**src/tlbx_pkg.sv**
```systemverilog
// Contract
// (RL1) Four exception kinds: miss, protection, invalid entry, first write.
// (RL2) Miss when no way's tag matches the address.
// (RL3) Protection fault when a valid match forbids this access kind.
// (RL4) Invalid-entry fault when the tag matches but valid is zero.
// (RL5) First-write fault on a permitted write to a valid clean page.
// (RL6) Every fault writes the faulting page number into page entry high.
// (RL7) Every fault writes the whole faulting address into fault address.
// (RL8) Miss or invalid: cause 040 for load, 060 for store.
// (RL9) Protection fault: cause 0A0 for load, 0C0 for store.
// (RL10) First-write fault: cause 080.
// (RL11) Saved PC is the faulting PC, or the branch PC in a delay slot.
// (RL12) Status at fault time is copied into the saved status.
// (RL13) Entry sets privilege, block and bank bits; block masks faults.
// (RL14) Miss with all ways valid increments the replacement way field.
// (RL15) Miss with an invalid way picks the lowest invalid way.
// (RL16) Protection and first-write faults record the hitting way.
// (RL17) Invalid-entry fault records the matching invalid way.
// (RL18) Miss vectors to vector base plus 400.
// (RL19) Other faults vector to vector base plus 100.
// (RL20) Translation load copies page entry high and low into the buffer.
// (RL21) Handler fills page entry low before the translation load.
// (RL22) Handler choosing a way writes the replacement field first.
// (RL23) Handler returns only after two translation loads.
// (RL24) Index is page bits 16:12, XORed with space id when index mode set.
// (RL25) All captures finish before the handler fetch; the access aborts.
package tlbx_pkg;
	localparam logic [7:0] ADR_PAGE_HI = 8'h00;
	localparam logic [7:0] ADR_PAGE_LO = 8'h04;
	localparam logic [7:0] ADR_FAULT = 8'h08;
	localparam logic [7:0] ADR_CAUSE = 8'h0c;
	localparam logic [7:0] ADR_SPC = 8'h10;
	localparam logic [7:0] ADR_STATUS = 8'h14;
	localparam logic [7:0] ADR_SSTATUS = 8'h18;
	localparam logic [7:0] ADR_CTRL = 8'h1c;
	localparam logic [7:0] ADR_VBASE = 8'h20;
	localparam logic [11:0] CAUSE_LD_MISS = 12'h040;
	localparam logic [11:0] CAUSE_ST_MISS = 12'h060;
	localparam logic [11:0] CAUSE_FIRST_WR = 12'h080;
	localparam logic [11:0] CAUSE_LD_PROT = 12'h0a0;
	localparam logic [11:0] CAUSE_ST_PROT = 12'h0c0;
	localparam logic [31:0] VEC_MISS = 32'h0000_0400;
	localparam logic [31:0] VEC_GENERAL = 32'h0000_0100;
	localparam int VPN_LSB = 10;
	localparam int IDX_MSB = 16;
	localparam int IDX_LSB = 12;
	localparam int ADDRESS_SPACE_IDENTIFIER_IDX_MSB = 4;
	localparam int CTRL_IX = 9;
	localparam int CTRL_RC_LSB = 6;
	localparam int SR_MD = 30;
	localparam int SR_RB = 29;
	localparam int SR_BL = 28;
	localparam int PR_USER = 1;
	localparam int PR_WRITE = 0;
	localparam logic [31:0] RST_STATUS = 32'h7000_00f0;
	localparam logic [31:0] RST_ZERO = 32'h0000_0000;
	localparam logic [1:0] RC_STEP = 2'h1;
	typedef enum {EXC_NONE, EXC_MISS, EXC_PROT, EXC_INVALID, EXC_FIRSTWR}
		tlbx_exc_t;
	typedef struct packed {
		logic [31:0] addr;
		logic [31:0] pc;
		logic [31:0] branch_pc;
		logic write;
		logic dslot;
	} tlbx_acc_t;
	typedef struct packed {
		logic [3:0] tag_hit;
		logic [3:0] valid;
		logic [7:0] pr;
		logic [3:0] dirty;
	} tlbx_way_t;
	typedef struct packed {
		logic [4:0] index;
		logic [1:0] way;
		logic [31:0] hi;
		logic [31:0] lo;
	} tlbx_load_t;
	function automatic logic [1:0] tlbx_lowest(input logic [3:0] v);
		logic [1:0] r;
		r = 2'h0;
		for (int i = 3; i >= 0; i--) begin
			if (v[i]) begin
				r = 2'(i);
			end
		end
		return r;
	endfunction
	function automatic logic [31:0] tlbx_merge(input logic [31:0] o,
		input logic [31:0] n, input logic [3:0] sel);
		logic [31:0] r;
		r = o;
		for (int i = 0; i < 4; i++) begin
			if (sel[i]) begin
				r[i*8 +: 8] = n[i*8 +: 8];
			end
		end
		return r;
	endfunction
endpackage

```
**src/tlbx_unit.sv**
```systemverilog
// Decided for this implementation: register access over Wishbone and the register addresses.
`timescale 1ns/1ns
module tlbx_unit
	import tlbx_pkg::*;
(
	input wire logic I_CLOCK,
	input wire logic I_NRST,
	input wire logic I_WB_CYC,
	input wire logic I_WB_STB,
	input wire logic I_WB_WE,
	input wire logic [7:0] I_WB_ADR,
	input wire logic [3:0] I_WB_SEL,
	input wire logic [31:0] I_WB_DAT,
	output logic [31:0] O_WB_DAT,
	output logic O_WB_ACK,
	input wire logic I_ACC_VALID,
	input wire tlbx_acc_t I_ACC,
	input wire tlbx_way_t I_WAYS,
	output logic O_ACC_ABORT,
	output logic O_EXC,
	output logic [31:0] O_EXC_VECTOR,
	input wire logic I_TRANSLATION_LOAD_INSTRUCTION,
	output logic O_LOAD_VALID,
	output tlbx_load_t O_LOAD,
	input wire logic I_RTE,
	output logic [31:0] O_STATUS
);
	logic [31:0] page_hi_ff, page_lo_ff, fault_ff, cause_ff, spc_ff;
	logic [31:0] status_ff, sstatus_ff, ctrl_ff, vbase_ff;
	logic [31:0] rdata_ff;
	logic ack_ff, exc_ff, load_valid_ff;
	logic [31:0] vector_ff;
	tlbx_load_t load_ff;
	tlbx_exc_t kind;
	logic [3:0] hitv, invm;
	logic [1:0] hit_way, cur_rc, nxt_rc;
	logic [1:0] hit_pr;
	logic pr_ok, take, bus_wr;
	logic [11:0] nxt_cause;
	logic [31:0] nxt_vector, acc_addr, acc_pc;
	logic [4:0] nxt_index;

	assign acc_addr = I_ACC.addr;
	assign acc_pc = I_ACC.pc;
	assign cur_rc = ctrl_ff[CTRL_RC_LSB +: 2];
	assign hitv = I_WAYS.tag_hit & I_WAYS.valid;
	assign invm = I_WAYS.tag_hit & ~I_WAYS.valid;
	assign hit_way = tlbx_lowest(hitv);
	assign hit_pr = I_WAYS.pr[{hit_way, 1'b0} +: 2];
	// user mode needs the user bit; writes also need the write bit
	assign pr_ok = (status_ff[SR_MD] | hit_pr[PR_USER]) &
		(~I_ACC.write | hit_pr[PR_WRITE]); // RL3

	always_comb begin
		kind = EXC_NONE;
		if (I_ACC_VALID && !status_ff[SR_BL]) begin // RL13
			if (|hitv) begin
				if (!pr_ok) begin
					kind = EXC_PROT; // RL3
				end else if (I_ACC.write && !I_WAYS.dirty[hit_way]) begin
					kind = EXC_FIRSTWR; // RL5
				end
			end else if (|invm) begin
				kind = EXC_INVALID; // RL4
			end else begin
				kind = EXC_MISS; // RL2
			end
		end
	end

	assign take = (kind != EXC_NONE); // RL1
	// abort in the same cycle so the access never commits
	assign O_ACC_ABORT = take; // RL25

	always_comb begin
		nxt_cause = CAUSE_FIRST_WR; // RL10
		nxt_rc = hit_way; // RL16
		nxt_vector = vbase_ff + VEC_GENERAL; // RL19
		case (kind)
			EXC_MISS: begin
				nxt_cause = I_ACC.write ? CAUSE_ST_MISS : CAUSE_LD_MISS; // RL8
				nxt_vector = vbase_ff + VEC_MISS; // RL18
				if (&I_WAYS.valid) begin
					nxt_rc = cur_rc + RC_STEP; // RL14
				end else begin
					nxt_rc = tlbx_lowest(~I_WAYS.valid); // RL15
				end
			end
			EXC_INVALID: begin
				nxt_cause = I_ACC.write ? CAUSE_ST_MISS : CAUSE_LD_MISS; // RL8
				nxt_rc = tlbx_lowest(invm); // RL17
			end
			EXC_PROT: begin
				nxt_cause = I_ACC.write ? CAUSE_ST_PROT : CAUSE_LD_PROT; // RL9
			end
			default: begin
				nxt_cause = CAUSE_FIRST_WR;
			end
		endcase
	end

	assign bus_wr = I_WB_CYC & I_WB_STB & I_WB_WE & ~ack_ff;

	// fault captures beat a software write in the same cycle
	always_ff @(posedge I_CLOCK) begin
		if (!I_NRST) begin
			page_hi_ff <= RST_ZERO;
			fault_ff <= RST_ZERO;
			cause_ff <= RST_ZERO;
			spc_ff <= RST_ZERO;
			sstatus_ff <= RST_ZERO;
		end else if (take) begin
			page_hi_ff <= {acc_addr[31:VPN_LSB],
				page_hi_ff[VPN_LSB-1:0]}; // RL6
			fault_ff <= acc_addr; // RL7
			cause_ff <= {20'h00000, nxt_cause};
			spc_ff <= I_ACC.dslot ? I_ACC.branch_pc : acc_pc; // RL11
			sstatus_ff <= status_ff; // RL12
		end else if (bus_wr) begin
			case (I_WB_ADR)
				ADR_PAGE_HI:
					page_hi_ff <= tlbx_merge(page_hi_ff, I_WB_DAT, I_WB_SEL);
				ADR_FAULT:
					fault_ff <= tlbx_merge(fault_ff, I_WB_DAT, I_WB_SEL);
				ADR_CAUSE:
					cause_ff <= tlbx_merge(cause_ff, I_WB_DAT, I_WB_SEL);
				ADR_SPC:
					spc_ff <= tlbx_merge(spc_ff, I_WB_DAT, I_WB_SEL);
				ADR_SSTATUS:
					sstatus_ff <= tlbx_merge(sstatus_ff, I_WB_DAT, I_WB_SEL);
				default: begin
				end
			endcase
		end
	end

	always_ff @(posedge I_CLOCK) begin
		if (!I_NRST) begin
			status_ff <= RST_STATUS;
		end else if (take) begin
			status_ff[SR_MD] <= 1'b1; // RL13
			status_ff[SR_BL] <= 1'b1; // RL13
			status_ff[SR_RB] <= 1'b1; // RL13
		end else if (I_RTE) begin
			status_ff <= sstatus_ff;
		end else if (bus_wr && I_WB_ADR == ADR_STATUS) begin
			status_ff <= tlbx_merge(status_ff, I_WB_DAT, I_WB_SEL);
		end
	end

	always_ff @(posedge I_CLOCK) begin
		if (!I_NRST) begin
			ctrl_ff <= RST_ZERO;
		end else if (take) begin
			ctrl_ff[CTRL_RC_LSB +: 2] <= nxt_rc;
		end else if (bus_wr && I_WB_ADR == ADR_CTRL) begin
			ctrl_ff <= tlbx_merge(ctrl_ff, I_WB_DAT, I_WB_SEL); // RL22
		end
	end

	always_ff @(posedge I_CLOCK) begin
		if (!I_NRST) begin
			page_lo_ff <= RST_ZERO;
			vbase_ff <= RST_ZERO;
		end else if (bus_wr) begin
			if (I_WB_ADR == ADR_PAGE_LO) begin
				page_lo_ff <= tlbx_merge(page_lo_ff, I_WB_DAT, I_WB_SEL); // RL21
			end
			if (I_WB_ADR == ADR_VBASE) begin
				vbase_ff <= tlbx_merge(vbase_ff, I_WB_DAT, I_WB_SEL);
			end
		end
	end

	// unmapped addresses still ack, read zero, drop writes
	always_ff @(posedge I_CLOCK) begin
		if (!I_NRST) begin
			ack_ff <= 1'b0;
			rdata_ff <= RST_ZERO;
		end else begin
			ack_ff <= I_WB_CYC & I_WB_STB & ~ack_ff;
			case (I_WB_ADR)
				ADR_PAGE_HI: rdata_ff <= page_hi_ff;
				ADR_PAGE_LO: rdata_ff <= page_lo_ff;
				ADR_FAULT: rdata_ff <= fault_ff;
				ADR_CAUSE: rdata_ff <= cause_ff;
				ADR_SPC: rdata_ff <= spc_ff;
				ADR_STATUS: rdata_ff <= status_ff;
				ADR_SSTATUS: rdata_ff <= sstatus_ff;
				ADR_CTRL: rdata_ff <= ctrl_ff;
				ADR_VBASE: rdata_ff <= vbase_ff;
				default: rdata_ff <= RST_ZERO;
			endcase
		end
	end

	// vector leaves one cycle later, after every capture has landed
	always_ff @(posedge I_CLOCK) begin
		if (!I_NRST) begin
			exc_ff <= 1'b0;
			vector_ff <= RST_ZERO;
		end else begin
			exc_ff <= take; // RL25
			if (take) begin
				vector_ff <= nxt_vector;
			end
		end
	end

	assign nxt_index = page_hi_ff[IDX_MSB:IDX_LSB] ^
		(ctrl_ff[CTRL_IX] ? page_hi_ff[ADDRESS_SPACE_IDENTIFIER_IDX_MSB:0] : 5'h00); // RL24

	always_ff @(posedge I_CLOCK) begin
		if (!I_NRST) begin
			load_valid_ff <= 1'b0;
			load_ff <= '0;
		end else begin
			load_valid_ff <= I_TRANSLATION_LOAD_INSTRUCTION;
			if (I_TRANSLATION_LOAD_INSTRUCTION) begin
				load_ff <= {nxt_index, cur_rc, page_hi_ff, page_lo_ff}; // RL20
			end
		end
	end

	assign O_WB_DAT = rdata_ff;
	assign O_WB_ACK = ack_ff;
	assign O_EXC = exc_ff;
	assign O_EXC_VECTOR = vector_ff;
	assign O_LOAD_VALID = load_valid_ff;
	assign O_LOAD = load_ff;
	assign O_STATUS = status_ff;
endmodule

```
**config.mk**
```make
export PLATFORM = sky130hd
export DESIGN_NAME = tlbx_unit
export DESIGN_NICKNAME = d
export VERILOG_FILES = /design/src/tlbx_pkg.sv /design/src/tlbx_unit.sv
export SDC_FILE = /design/constraint.sdc
export NUM_CORES = 1
export LEC_CHECK = 0
export ABC_AREA = 1
export BUFFER_PORTS_ARGS = -buffer_cell sky130_fd_sc_hd__buf_2
export CORE_MARGIN = 2
export CORE_UTILIZATION = 39
export CTS_CLUSTER_SIZE = 16
export DETAILED_ROUTE_END_ITERATION = 6
export PLACE_DENSITY = 0.72
export SETUP_SLACK_MARGIN = 0.2
export SYNTH_ARGS = -nofsm -noshare
export SYNTH_HDL_FRONTEND = slang
export SYNTH_SLANG_ARGS = --single-unit
```
**constraint.sdc**
```tcl
create_clock -name I_CLOCK -period 2.2 [get_ports I_CLOCK]
set_clock_uncertainty 0.1 [all_clocks]
set_input_delay 0.44 -clock I_CLOCK [delete_from_list [all_inputs] [get_ports I_CLOCK]]
set_output_delay 0.44 -clock I_CLOCK [all_outputs]
set_load 0.01 [all_outputs]
```
==> summary.md <==
| Metric | Value |
|---|---|
| Outcome | complete, but fails checks |
| Failing checks | DRC, setup timing |
| Placed cell count | 4121 |
| GR Overflow Total | 0 |
| Layout cells sized above 1 | 0.2515 |
| Synthesized net count | about 3200 |
| Most frequent cells in the layout | 781 x nand2_1, 421 x dfxtp_1, 401 x nor2_1, 338 x buf_2, 278 x inv_1 |
| IO buf count | 340 |
| Final Cell Area | 0.02732 sq mm |
| Root buf cell | clkbuf_16 |
| Vias per cell | roughly 5.4 |
| Fraction of registers with async set/reset | 0 |
| # fillers | 5088 |
| Main combinational cell family by area after synthesis | simple AND/OR/NAND/NOR gates |
| Setup TNS | -0.04295 ns |
| GPL Wtd Cong | 1.049 |
| Initial antenna violation count | 7 |
| Worst EP required | 1.66 ns |
| Final ANT Viol Nets | 0 |
| Unrepaired setup endpoints after global routing | true |
| Fmax | 449.0 MHz |
| Vias | 22910 |
| Synth Cell Area | 0.02051 sq mm |
| Total CTS buffers | 47 |
| CTS tree | built |
| Post-synthesis xor/xnor area fraction | 0.004698 |
| Post-synthesis sequential area ratio | 0.4159 |
| Global-route wire length before repair | 124600 um |
| Data arrival, critical path | 1.69 ns |
| Primary FF master, synth | dfxtp_1 |
| Headroom to the max-slew limit | 0.5699 |
| Worst-path clk slew | 0.06 ns |
| Clock tree sinks | ~430 |
| Area after DPL | 0.02450 sq mm |
| Hold Worst Slack | about 0.036 ns |
| Register area | 0.008534 sq mm |
| Post-route insts no fill | 4248 |
| Final core utilization | 0.5230 |
| Area Overhead vs Synth | 33.23% |
| Met3 Use GR | 0.05200 |
| Largest vdd supply drop | 0.0004932 V |
| Die area | 0.05443 sq mm |
| Worst Hold Class | input pin to flop |
| Worst skew pair latency | roughly 0.59 ns |
| Min setup slack post-route | -0.02706 ns |
| Crit start category | flop |
| Die Ht | 233.3 um |
| Io pins | 341 |
| Crit end category | output port |
| Avg Cell Area, Syn | 6.813 sq um |
| Vias in the first global route | 19820 |
| All-Layer GR Usage | 0.3049 |
| Nets | approximately 3700 |
| GR Util met1 | 0.4442 |
| Post-synth top area share | 0.4159 |
| Max-Cap Viols | 0 |
| Critical path class | flop to output port |
| Mux cell area share after synthesis | 0.01757 |
| Setup violations, final | 3 |
| Final WL | a little under 90000 um |
| CTS H-Tree Depth | 2 |
| Slew Limit Fails | 0 |
| Most common cell after layout, fill and taps aside | nand2_1 |
| Leak | 12.48 nW |
| Detailed placement HPWL | 65430 um |
| Slew @ Worst Pin | 0.6384 ns |
| Met2 Use GR | 0.4315 |
| Cells after synthesis | 3010 |
| Global route hottest layer | met1 |
| Post-route DRC | 1 |
| Tmin final | 2.227 ns |
| Synth Area in Simple Gates | 0.3020 |
| Synth cell types | 54 |
| Num rows | 84 |
| Main area contributors after synthesis | dfxtp_1 42%, nand2_1 15%, nor2_1 7.7% |
| Syn. warnings | 0 |
| Die width | 233.3 um |
| Area of the multi-input gates | 0.01060 sq mm |
| Fin. Hold Viols | 0 |
| CTS max path bufs | 3 |
| Core ar. | 0.05224 sq mm |
| EDFF count, synth | 0 |
| Starting density of the core | 0.3926 |
| Largest net degree at the start of global routing | 104 |
| Pre-antenna DRT Iters | 7 |
| Yosys top cell by area | dfxtp_1 |
| Synth Area in Compound Gates | 0.1621 |
| Final Cycle Share | 1.012 |
| Iteration-0 DRC Markers | 3530 |
| Detailed-route wire length per cell | around 21 um |
| Synth Register Bits | 426 |
| CP Max Fanout | 3 |
| Cell area power density | around 700 mW/mm^2 |
| Post-synthesis adder-cell area fraction | 0.001220 |
==> registers in the layout, indices dropped and copies added, names as in the netlist <==
name and count:
fault_ff 32, O_EXC 1, O_WB_ACK 1, vbase_ff 32
page_hi_ff 32, ctrl_ff 32, O_EXC_VECTOR 32, O_LOAD 71
page_lo_ff 32, O_WB_DAT 32, cause_ff 32, spc_ff 32
O_STATUS 32, O_LOAD_VALID 1, sstatus_ff 32
==> repair_timing <==
action / 4_1_cts / 5_1_grt
resized for setup: 19 / 143
endpoints found under the hold margin: 1 / 0
gates cloned: 0 / 11
setup buffers: 4 / 20
pin swaps: 2 / 51
hold buffers: 2 / 0
endpoints found under the setup margin: 176 / 249
==> worst paths after layout <==
check	startpoint	endpoint	slack [ns]	cells after the start
setup / recovery	O_STATUS[28]$_SDFFE_PP1P_	O_ACC_ABORT	-0.03	8
hold / removal	I_WB_DAT[22]	cause_ff[22]$_SDFFE_PP0P_	0.04	3
setup reg to reg	O_STATUS[28]$_SDFFE_PP1P_	fault_ff[28]$_SDFFE_PN0P_	-0.01	14
hold reg to reg	O_EXC_VECTOR[23]$_SDFFE_PN0P_	O_EXC_VECTOR[23]$_SDFFE_PN0P_	0.35	2
==> metal layers <==
layer / vias up / wire, um / part of all wire
li1: 10760 / - / -
met1: 10480 / 36750 / 0.42
met2: 1465 / 36340 / 0.41
met3: 196 / 10120 / 0.12
met4: 2 / 4360 / 0.050
met5: - / 11 / 0.00013
==> critical path, stage by stage, from the launching register on <==
cell     delay (ns)
dfxtp_2        0.33
inv_4          0.09
nand2_4        0.05
inv_4          0.07
buf_12         0.10
nand4_4        0.15
nand2_8        0.11
buf_6          0.10
buf_6          0.09
==> cells by family after synthesis <==
group,count (synthesis)
flops,426
fa+ha+maj,2
mux,32
compound gates,598
simple gates,1482
xor+xnor,11
buf+inv,459
==> Yosys cell counts, drive strengths merged (8+ instances only) <==
| cell | n |
|---|---|
| nand2 | 834 |
| nor2 | 439 |
| dfxtp | 426 |
| inv | 293 |
| o21ai | 291 |
| a21oi | 202 |
| nand3 | 133 |
| clkbuf | 97 |
| buf | 66 |
| nor3 | 46 |
| mux2 | 32 |
| o22ai | 28 |
| o2111ai | 21 |
| a221oi | 20 |
| nand4 | 20 |
| xor2 | 11 |
| o211ai | 10 |
| a31oi | 9 |
| a41oi | 8 |
==> area by class of cell <==
class,count,area share
sequential,426,0.3124
tap,688,0.03151
multi-input combinational,2130,0.3880
inverter,296,0.04103
clock inverter,20,0.01314
antenna,5,0.0004580
clock buffer,65,0.05001
timing repair buffer,618,0.1634
==> power by group <==
group	switching (mW)	leakage (nW)	internal [mW]	total [mW]
combinational	1.49	8.18	0.891	2.38
sequential	0.207	3.46	7.96	8.16
clock	3.37	0.844	5.50	8.88
total	5.07	12.5	14.4	19.4
==> per-stage QoR <==
step / setup WS, ns / total power, mW
after detailed placement: -0.6152 / 10.43
after global placement: -0.6178 / 10.42
after floorplan: 0.1258 / 9.434
after CTS: -0.04216 / 19.23
final: -0.02706 / 19.42
after global routing: -0.05363 / 19.96
No activity file was read; power rests on OpenSTA's default activity.
